## config.mk

```make
export PLATFORM = sky130hd
export DESIGN_NAME = pin_input_port
export DESIGN_NICKNAME = d
export VERILOG_FILES = /design/src/pkg/pin_input_pkg.sv /design/src/rtl/pin_sync.sv /design/src/rtl/pin_input_port.sv
export SDC_FILE = /design/constraint.sdc
export NUM_CORES = 1
export LEC_CHECK = 0
export ABC_AREA = 1
export BUFFER_PORTS_ARGS = -buffer_cell sky130_fd_sc_hd__buf_4
export CAP_MARGIN = 30
export CORE_MARGIN = 2
export CORE_UTILIZATION = 28
export CTS_BUF_LIST = sky130_fd_sc_hd__clkbuf_4
export DETAILED_ROUTE_END_ITERATION = 8
export PLACE_DENSITY = 0.58
export REMOVE_ABC_BUFFERS = 1
export SYNTH_ARGS = -nofsm -noshare
export SYNTH_HDL_FRONTEND = slang
export SYNTH_SLANG_ARGS = --single-unit
export TNS_END_PERCENT = 20
```

## constraint.sdc

```tcl
create_clock -name clk -period 4 [get_ports clk]
set_clock_uncertainty 0.05 [all_clocks]
set_input_delay 0.4 -clock clk [delete_from_list [all_inputs] [get_ports clk]]
set_output_delay 0.4 -clock clk [all_outputs]
set_load 0.05 [all_outputs]
```

## src/pkg/pin_input_pkg.sv

```systemverilog
// Constants and types shared by the pin input path and its checker
// Function
// - Per-pin interrupt mode none, rising, falling or both; reset value none.
// - All unmasked pin interrupt requests of the port OR into one port interrupt.
// - Each pin level passes a bus-clock synchroniser by default.
// - Per-pin bypass delivers the raw pin level; synchronised is default.
// - Disabled input buffer hides the pin level from routing and reads.
// - Buffer enable resets off for analog-only pins, on for all others.
// - Special pin hysteresis forced off on logic thresholds; default off.
// - Enabled hardware connection drives the pin level onto internal routing.
// - Processor can read the level of every buffer-enabled pin through a register.
package pin_input_pkg;

   // ==========================================================
   // Register bus
   localparam int ADDR_W = 8;
   localparam int DATA_W = 32;

   typedef struct packed {
      logic [ADDR_W-1:0] addr;
      logic [DATA_W-1:0] wdata;
      logic wr;
      logic rd;
   } reg_req_t;

   // ==========================================================
   // Register byte addresses
   localparam logic [ADDR_W-1:0] OFS_PIN_LEVEL = 8'h00;
   localparam logic [ADDR_W-1:0] OFS_BUF_EN = 8'h04;
   localparam logic [ADDR_W-1:0] OFS_SYNC_BYPASS = 8'h08;
   localparam logic [ADDR_W-1:0] OFS_HW_CONN = 8'h0C;
   localparam logic [ADDR_W-1:0] OFS_IRQ_MODE = 8'h10;
   localparam logic [ADDR_W-1:0] OFS_IRQ_STATUS = 8'h14;
   localparam logic [ADDR_W-1:0] OFS_IRQ_MASK = 8'h18;
   localparam logic [ADDR_W-1:0] OFS_SPECIAL_IO = 8'h1C;

   // ==========================================================
   // Field layout of the special pin register
   localparam int THRESH_LSB = 0;
   localparam int THRESH_W = 3;
   localparam int HYST_BIT = 4;

   // ==========================================================
   // Encodings
   localparam int MODE_W = 2;
   localparam logic [MODE_W-1:0] MODE_NONE = 2'h0;
   localparam logic [MODE_W-1:0] MODE_RISE = 2'h1;
   localparam logic [MODE_W-1:0] MODE_FALL = 2'h2;
   localparam logic [MODE_W-1:0] MODE_BOTH = 2'h3;

   // Threshold codes; codes below THRESH_FIRST_SUPPLY are logic families
   localparam logic [THRESH_W-1:0] THRESH_CMOS = 3'h0;
   localparam logic [THRESH_W-1:0] THRESH_LVTTL = 3'h1;
   localparam logic [THRESH_W-1:0] THRESH_CMOS_LVTTL = 3'h2;
   localparam logic [THRESH_W-1:0] THRESH_FIRST_SUPPLY = 3'h3;

   // ==========================================================
   // Reset values
   localparam logic [THRESH_W-1:0] RST_THRESH = THRESH_CMOS;
   localparam logic RST_HYST = 1'b0;
   localparam logic RST_BYPASS = 1'b0;
   localparam logic RST_HW_CONN = 1'b1;
   localparam logic RST_MASK = 1'b1;

   // ==========================================================
   // Synchroniser depth
   localparam int SYNC_STAGES = 2;

endpackage : pin_input_pkg

```

## src/rtl/pin_sync.sv

```systemverilog
// Two-flop synchroniser bringing pin levels into the bus clock domain
`timescale 1ns/1ps
`default_nettype none
module pin_sync #(
   parameter int W = 8
) (
   input wire logic clk,
   input wire logic rstn,
   input wire logic [W-1:0] async_in,
   output logic [W-1:0] sync_out
);

   // ==========================================================
   // State
   typedef struct packed {
      logic [W-1:0] meta;
      logic [W-1:0] stable;
   } sync_state_t;

   sync_state_t s_r;
   sync_state_t s_nxt;

   // First stage feeds only the second stage
   always_comb begin
      s_nxt = s_r;
      s_nxt.meta = async_in;
      s_nxt.stable = s_r.meta;
   end

   always_ff @(posedge clk or negedge rstn) begin
      if (!rstn) begin
         s_r <= '0;
      end else begin
         s_r <= s_nxt;
      end
   end

   assign sync_out = s_r.stable;

endmodule : pin_sync
`default_nettype wire

```

## src/rtl/pin_input_port.sv

```systemverilog
// Digital input path of one pin port with edge interrupts and registers
//
// Design decisions made here: the register offsets and the strobed register port.
`timescale 1ns/1ps
`default_nettype none
module pin_input_port #(
   parameter int NUM_PINS = 8,
   // Pins configured purely as analog; their buffers reset disabled
   parameter logic [NUM_PINS-1:0] ANALOG_ONLY = '0
) (
   input wire logic clk,
   input wire logic rstn,
   input wire logic [pin_input_pkg::ADDR_W-1:0] addr,
   input wire logic [pin_input_pkg::DATA_W-1:0] wdata,
   input wire logic wr,
   input wire logic rd,
   output logic [pin_input_pkg::DATA_W-1:0] rdata,
   input wire logic [NUM_PINS-1:0] pin_in,
   output logic [NUM_PINS-1:0] routed_in,
   output logic port_irq,
   output logic [pin_input_pkg::THRESH_W-1:0] special_io_pin_thresh,
   output logic special_io_pin_hyst_en
);

   localparam int MODE_BITS = NUM_PINS * pin_input_pkg::MODE_W;

   // ==========================================================
   // State
   typedef struct packed {
      logic [NUM_PINS-1:0] buf_en;
      logic [NUM_PINS-1:0] bypass;
      logic [NUM_PINS-1:0] hw_conn;
      logic [MODE_BITS-1:0] mode;
      logic [NUM_PINS-1:0] status;
      logic [NUM_PINS-1:0] mask;
      logic [pin_input_pkg::THRESH_W-1:0] thresh;
      logic hyst;
      logic [NUM_PINS-1:0] level;
      logic [NUM_PINS-1:0] prev;
      logic [NUM_PINS-1:0] routed;
      logic irq;
      logic [pin_input_pkg::DATA_W-1:0] rdata;
   } port_state_t;

   localparam port_state_t RST_STATE = '{
      buf_en: ~ANALOG_ONLY,
      bypass: {NUM_PINS{pin_input_pkg::RST_BYPASS}},
      hw_conn: {NUM_PINS{pin_input_pkg::RST_HW_CONN}},
      mode: {NUM_PINS{pin_input_pkg::MODE_NONE}},
      status: '0,
      mask: {NUM_PINS{pin_input_pkg::RST_MASK}},
      thresh: pin_input_pkg::RST_THRESH,
      hyst: pin_input_pkg::RST_HYST,
      level: '0,
      prev: '0,
      routed: '0,
      irq: 1'b0,
      rdata: '0
   };

   port_state_t s_r;
   port_state_t s_nxt;

   pin_input_pkg::reg_req_t req;
   logic [NUM_PINS-1:0] sync_lvl;
   logic [NUM_PINS-1:0] edge_hit;
   logic [NUM_PINS-1:0] edge_lvl;
   logic status_read;

   // ==========================================================
   // Helpers

   // Edge of the selected polarity for one pin
   function automatic logic edge_match(
      input logic [pin_input_pkg::MODE_W-1:0] mode,
      input logic cur,
      input logic old
   );
      logic hit;
      hit = 1'b0;
      case (mode)
         pin_input_pkg::MODE_RISE: begin
            hit = cur & ~old;
         end
         pin_input_pkg::MODE_FALL: begin
            hit = ~cur & old;
         end
         pin_input_pkg::MODE_BOTH: begin
            hit = cur ^ old;
         end
         default: begin
            hit = 1'b0;
         end
      endcase
      return hit;
   endfunction : edge_match

   // Pin-wide field placed in the low bits of a data word
   function automatic logic [pin_input_pkg::DATA_W-1:0] pin_word(
      input logic [NUM_PINS-1:0] v
   );
      logic [pin_input_pkg::DATA_W-1:0] w;
      w = '0;
      w[NUM_PINS-1:0] = v;
      return w;
   endfunction : pin_word

   // Logic-family thresholds cannot use the differential hysteresis
   function automatic logic hyst_allowed(
      input logic [pin_input_pkg::THRESH_W-1:0] th
   );
      return th >= pin_input_pkg::THRESH_FIRST_SUPPLY;
   endfunction : hyst_allowed

   // ==========================================================
   // Synchroniser
   pin_sync #(
      .W(NUM_PINS)
   ) u_sync (
      .clk(clk),
      .rstn(rstn),
      .async_in(pin_in),
      .sync_out(sync_lvl)
   );

   // ==========================================================
   // Bus request bundle
   always_comb begin
      req.addr = addr;
      req.wdata = wdata;
      req.wr = wr;
      req.rd = rd;
   end

   assign status_read = req.rd && (req.addr == pin_input_pkg::OFS_IRQ_STATUS);

   // ==========================================================
   // Edge detection on the synchronised, buffer-gated sample
   always_comb begin
      edge_lvl = sync_lvl & s_r.buf_en;
      for (int i = 0; i < NUM_PINS; i++) begin
         edge_hit[i] = edge_match(
            s_r.mode[i*pin_input_pkg::MODE_W +: pin_input_pkg::MODE_W],
            edge_lvl[i], s_r.prev[i]);
      end
   end

   // ==========================================================
   // Next state
   always_comb begin
      s_nxt = s_r;

      // Bypassed pins take the raw level straight into this flop; that
      // trades metastability safety for two fewer cycles of latency
      for (int i = 0; i < NUM_PINS; i++) begin
         if (s_r.bypass[i]) begin
            s_nxt.level[i] = pin_in[i] & s_r.buf_en[i];
         end else begin
            s_nxt.level[i] = sync_lvl[i] & s_r.buf_en[i];
         end
      end
      s_nxt.routed = s_nxt.level & s_r.hw_conn;
      s_nxt.prev = edge_lvl;

      // Register writes
      if (req.wr) begin
         if (req.addr == pin_input_pkg::OFS_BUF_EN) begin
            s_nxt.buf_en = req.wdata[NUM_PINS-1:0];
         end else if (req.addr == pin_input_pkg::OFS_SYNC_BYPASS) begin
            s_nxt.bypass = req.wdata[NUM_PINS-1:0];
         end else if (req.addr == pin_input_pkg::OFS_HW_CONN) begin
            s_nxt.hw_conn = req.wdata[NUM_PINS-1:0];
         end else if (req.addr == pin_input_pkg::OFS_IRQ_MODE) begin
            s_nxt.mode = req.wdata[MODE_BITS-1:0];
         end else if (req.addr == pin_input_pkg::OFS_IRQ_MASK) begin
            s_nxt.mask = req.wdata[NUM_PINS-1:0];
         end else if (req.addr == pin_input_pkg::OFS_SPECIAL_IO) begin
            s_nxt.thresh = req.wdata[pin_input_pkg::THRESH_LSB +:
                                     pin_input_pkg::THRESH_W];
            s_nxt.hyst = req.wdata[pin_input_pkg::HYST_BIT] &
               hyst_allowed(req.wdata[pin_input_pkg::THRESH_LSB +:
                                      pin_input_pkg::THRESH_W]);
         end
      end

      // Sticky flags: a read clears, but a new edge in that cycle wins
      if (status_read) begin
         s_nxt.status = edge_hit;
      end else begin
         s_nxt.status = s_r.status | edge_hit;
      end

      // One level interrupt for the whole port
      s_nxt.irq = |(s_nxt.status & s_nxt.mask);

      // Read data stands for one cycle only
      s_nxt.rdata = '0;
      if (req.rd) begin
         if (req.addr == pin_input_pkg::OFS_PIN_LEVEL) begin
            s_nxt.rdata = pin_word(s_r.level);
         end else if (req.addr == pin_input_pkg::OFS_BUF_EN) begin
            s_nxt.rdata = pin_word(s_r.buf_en);
         end else if (req.addr == pin_input_pkg::OFS_SYNC_BYPASS) begin
            s_nxt.rdata = pin_word(s_r.bypass);
         end else if (req.addr == pin_input_pkg::OFS_HW_CONN) begin
            s_nxt.rdata = pin_word(s_r.hw_conn);
         end else if (req.addr == pin_input_pkg::OFS_IRQ_MODE) begin
            s_nxt.rdata[MODE_BITS-1:0] = s_r.mode;
         end else if (req.addr == pin_input_pkg::OFS_IRQ_STATUS) begin
            s_nxt.rdata = pin_word(s_r.status);
         end else if (req.addr == pin_input_pkg::OFS_IRQ_MASK) begin
            s_nxt.rdata = pin_word(s_r.mask);
         end else if (req.addr == pin_input_pkg::OFS_SPECIAL_IO) begin
            s_nxt.rdata[pin_input_pkg::THRESH_LSB +:
                        pin_input_pkg::THRESH_W] = s_r.thresh;
            s_nxt.rdata[pin_input_pkg::HYST_BIT] = s_r.hyst;
         end
      end
   end

   // ==========================================================
   // State register
   always_ff @(posedge clk or negedge rstn) begin
      if (!rstn) begin
         s_r <= RST_STATE;
      end else begin
         s_r <= s_nxt;
      end
   end

   // ==========================================================
   // Outputs
   assign rdata = s_r.rdata;
   assign routed_in = s_r.routed;
   assign port_irq = s_r.irq;
   assign special_io_pin_thresh = s_r.thresh;
   assign special_io_pin_hyst_en = s_r.hyst;

endmodule : pin_input_port
`default_nettype wire

```

Yosys cells after proc, flatten, opt, wreduce, memory -nomap -nowiden:

Index checks and enable logic that the tools add are counted.

* magnitude comparators: 1
* equality and inequality tests: 31
* mux-type cells: 39
* bitwise logic cells: 66
* reduce and logical (&&, ||, !) cells: 8

Operators with widths (number)
* 32-bit 2-to-1 mux: 5
* 12-bit 2-to-1 mux: 5
* 1-bit bitwise AND: 33
* 2-bit == test, second input constant: 16
* 8-bit by 5-bit == test with 1-bit output, second input constant: 4
* 16-bit 2-to-1 mux: 2
* 8-bit bitwise AND: 3
* 8-bit 2-to-1 mux: 3
* 1-bit one-hot mux with 3 select lines: 8
* 1-bit NOT: 21
* 2-bit by 1-bit == test with 1-bit output, second input constant: 8
* 8-bit by 4-bit == test with 1-bit output, second input constant: 2
* 1-bit 2-to-1 mux: 11
* 3-bit 2-to-1 mux: 3
* 8-bit by 3-bit == test with 1-bit output, second input constant: 1
* 8-bit zero test: 1
* 4-bit 2-to-1 mux: 2
* 8-bit OR: 1
* 8-bit OR reduction: 1
* 1-bit XOR: 8
* 7-bit AND reduction: 1
* 5-bit AND reduction: 1
* 4-bit AND reduction: 1
* 3-bit by 2-bit greater-or-equal comparator with 1-bit output, second input constant: 1
* other kinds (3): 3

* register bits after elaboration: 133
* input port bits: 52
* output and inout bits: 45
* word-level logic and storage cells: 160

Depth between registers and ports, before layout:

* word-level depth: 11
* depth in mapped cells: 13
* gate-level depth less buffers: 12

Modules after synthesis:

A second synthesis with hierarchy kept.

* cell total of the unflattened synthesis: 634
* area, all modules: 5685.5 µm²

Modules (own cells, without submodules)
* pin_input_port: instances 1, cells an instance 618, area each 5285.1 µm², sequential area each 2557.5 µm²
* pin_sync: instances 1, cells an instance 16, area each 400.4 µm², sequential area each 400.4 µm²

Least setup slack after synthesis:

OpenSTA, ideal clock, no wires.

* path kind: input -> register
* start point: in addr[6] in the netlist's numbering
* end point: reg s_r[84] in the netlist's numbering
* library setup time: 0.127 ns
* arrival time: 1.482 ns
* data required time: 3.823 ns
* setup slack: 2.341 ns
* stages: 9
* path buffers: 1
* path through: inv_1 nand2_2 nor3_4 nand2_1 nand2_2 nor2_2 nand2_2 buf_2 o21ai_0

* cells in the longest elaborated chain, start to end: 3
* elaborated cells between the ends (all ways): 8
* those cells by class: eq/ne: 4; bitwise: 3; reduce/logical: 1

RTL lines
* from (decl): line pin_input_port.sv:13 `input wire logic [pin_input_pkg::ADDR_W-1:0] addr,`
* 8-bit by 4-bit == test with 1-bit output, or another cell as far along: line pin_input_port.sv:171 `end else if (req.addr == pin_input_pkg::OFS_HW_CONN) begin`
* 1-bit NOT (no line)
* 5-bit AND reduction (no line) *
* to (signal assigned): line pin_input_port.sv:227 `s_r <= s_nxt;`
* to (decl): line pin_input_port.sv:61 `port_state_t s_r;`

Every way passes the cells marked *; elsewhere a longest branch is shown, timed or not.
A chain may end at the register's enable or synchronous reset.

Worst setup path in the final report:

* start point: in addr[0] in the netlist's numbering
* end point: reg s_r[110] in the netlist's numbering

* cells in the longest elaborated chain, start to end: 2

RTL lines
* 8-bit by 3-bit == test with 1-bit output: line pin_input_port.sv:167 `if (req.addr == pin_input_pkg::OFS_BUF_EN) begin`
* 2-bit AND reduction (no line)

No other way between the ends.

==> out/metrics.cfg <==
[clocking]
cts_resized = 0
clk_path_buf_depth = 2
h-tree-depth = 4
cts_tree = built
cts_root_buf = clkbuf_4
path_clk_slew_ns = 0.11
hold_buffers = 9
numCtsBuffers = 17
cts_sinks = 117
clock_latency_ns = 0.55
cts_setup_buffers = 0

[critical_path]
cp_max_fo = 16
slowest_delay_ns = 0.62
endpoint_kind = flip-flop
cpMostUsedCell = nand2_1
cp_slowest_cell = nand2_1
critPathKind = input port to flip-flop
path_cells = buf_4, inv_1, nand2_1, nor2_1, nand2_1, clkinv_1, nand2_1, nand2_1, o21ai_0
cp-start-kind = input port
required_ns = 4.41
worstPathArrival_ns = 2.47
cp-startpoint = addr[0]
r2r-start = s_r[109]

[synth]
synthesis.area_um2 = 5500
yosys_warnings = 0
ys_types = 27
ys_seq_elements = 117
netlist_instances = 634
postSynthAreaPerCell_um2 = 8.68
ys_seq_area_share_pct = 53.8

[drt]
first_pass_iters = 5
avgViaCountPerCell = 4.29
postRouteAntennaNets = 0
wirelength_um = 13800
avgRoutedWirePerCell_um = 14.2
drc_errors = 0
drt-initial-drc-count = 240
dr_total_vias = 4159

[power]
combPwrFrac_pct = 9.9
vdd_ir_drop_max_mv = 0.183
p_int_uw = 1760
swShare_pct = 26.9
power_leakage_uw = 0.00322
seqPwrFrac_pct = 53.3
p_clk_share_pct = 36.8
power_density_nw_per_um2 = 375
p_sw_uw = 646

[timing]
setup_viol = 0
slew-limit-headroom_pct = 50.3
finalCritPeriodShare_pct = 51.4
tns_ns = 0
worst_pin_slew_ns = 0.743
hold_viol_final = 0
fmax_mhz = 487
maxSlewViolCount = 0
rsz0062_at_grt = false
finalCriticalPeriod_ns = 2.05

[final_layout]
antennaDiodeCount = 0
regArea_um2 = 2960
drive_gt1_share_pct = 18.6
final_common_cell = nand2_1
nNetsFinal = 759
multiInputGateArea_um2 = 1940
final_cells = 969
fill_cells = 2114
final_cell_mix = nand2_1, dfrtp_1, nor2_1, inv_1, buf_4
syn_to_final_growth_pct = 16.5

[grt]
first_global_vias = 4049
grt_max_degree = 68
grt_usage_pct = 14.2
grt_pass1_wl_um = 21900
overflow = 0
grt_antenna_before_repair = 0

[floorplanning]
rows = 51
dieWidth_um = 144
pin_count = 97
start_util_pct = 28.4
core_area_um2 = 19400
die_area_um2 = 20800
die-height_um = 144

[placement]
gp_congestion = 0.826
dp_hpwl_um = 9540
io_buffers = 64
placedCellCount = 928

[min_path]
hold_class = input port to flip-flop
min_from = wdata[15]

[outcome]
status = finished, final reports clean

[flow_run]
drv_cap = 0

critical path, delay by kind of cell:
| kind | cells | cell delay, ns |
|---|---|---|
| AND/OR/NAND/NOR | 5 | 1.40 |
| AO/OA/AOI/OAI | 1 | 0.10 |
| buffers and inverters | 3 | 0.55 |
routing by layer:
| layer | up-vias | global-route usage (%) | routed length [um] |
|---|---|---|---|
| li1 | 2084 | - | - |
| met3 | 21 | 4.21 | 729 |
| met5 | - | 0 | 0 |
| met4 | 0 | 4.65 | 205 |
| met1 | 1948 | 18.8 | 6580 |
| met2 | 106 | 22.2 | 6260 |
layout make-up:
cell class                 instances  share of cell area (%)
tap                              265                    5.17
clock inverter                    13                    2.19
multi-input combinational        405                    30.3
inverter                          73                    4.27
clock buffer                      19                    2.22
timing repair buffer              77                    9.68
sequential                       117                    46.1
cells in the mapped netlist, drive strengths merged:
| library cell | number | area share (%) |
|---|---|---|
| a21oi | 31 | 2.8 |
| nand3 | 25 | 2.3 |
| a21boi | 1 | 0.14 |
| nor3b | 8 | 1.1 |
| clkinv | 1 | 0.068 |
| nor3 | 1 | 0.30 |
| nand4 | 1 | 0.11 |
| dfstp | 24 | 11 |
| nor2 | 74 | 5.3 |
| nand2 | 153 | 11 |
| o211ai | 3 | 0.41 |
| dfrtp | 93 | 42 |
| buf | 50 | 6.7 |
| ha | 16 | 3.6 |
| o31ai | 9 | 1.2 |
| conb | 1 | 0.068 |
| o21ai | 64 | 5.8 |
| inv | 72 | 4.9 |
| clkbuf | 4 | 0.27 |
| o221ai | 3 | 0.48 |
power groups by stage:
stage          sequential [uW]  combinational (uW)  clock [uW]
2_1_floorplan             1310                 121           0
3_3_place_gp              1300                 229           0
3_5_place_dp              1300                 235           0
4_1_cts                   1280                 243         913
5_1_grt                   1290                 271         973
6_report                  1280                 239         884
stage by stage:
step | power (uW) | instance area [um2] | hold slack [ns] | util [%] | setup slack (ns)
final | 2400 | 6410 | 0.0397 | 33.0 | 1.95
after global routing | 2530 | 6410 | 0.00289 | 33.0 | 1.84
after CTS | 2440 | 6410 | 0.00473 | 33.0 | 2.01
after detailed placement | 1540 | 6040 | 0.202 | 31.1 | 1.41
after global placement | 1530 | 6010 | 0.282 | 31.0 | 1.46
after floorplan | 1430 | 5180 | 0.0544 | - | 1.98
kinds of logic after synthesis:
| logic type | synth area share, % |
|---|---|
| simple gates | 19.7 |
| buf+inv | 11.9 |
| flops | 53.8 |
| compound gates | 10.9 |
| fa+ha+maj | 3.64 |
| other cells | 0.0682 |
final timing paths:
kind | cells past startpoint | endpoint | slack, ns
hold reg to reg | 0 | u_sync.sync_out[0] | 0.30
setup reg to reg | 10 | port_irq | 2.20
setup / recovery | 9 | s_r[110] | 1.95
hold / removal | 3 | s_r[92] | 0.04
min in group asynchronous | 2 | s_r[69] | 0.17
max in group asynchronous | 3 | s_r[116] | 3.10
state kept, by name (all words and copies together) (netlist names):
register                cells
u_sync.s_nxt                8
s_r                        72
rdata                      16
u_sync.sync_out             8
special_io_pin_thresh       3
routed_in                   8
special_io_pin_hyst_en      1
port_irq                    1
No activity file was read; power rests on OpenSTA's default activity.
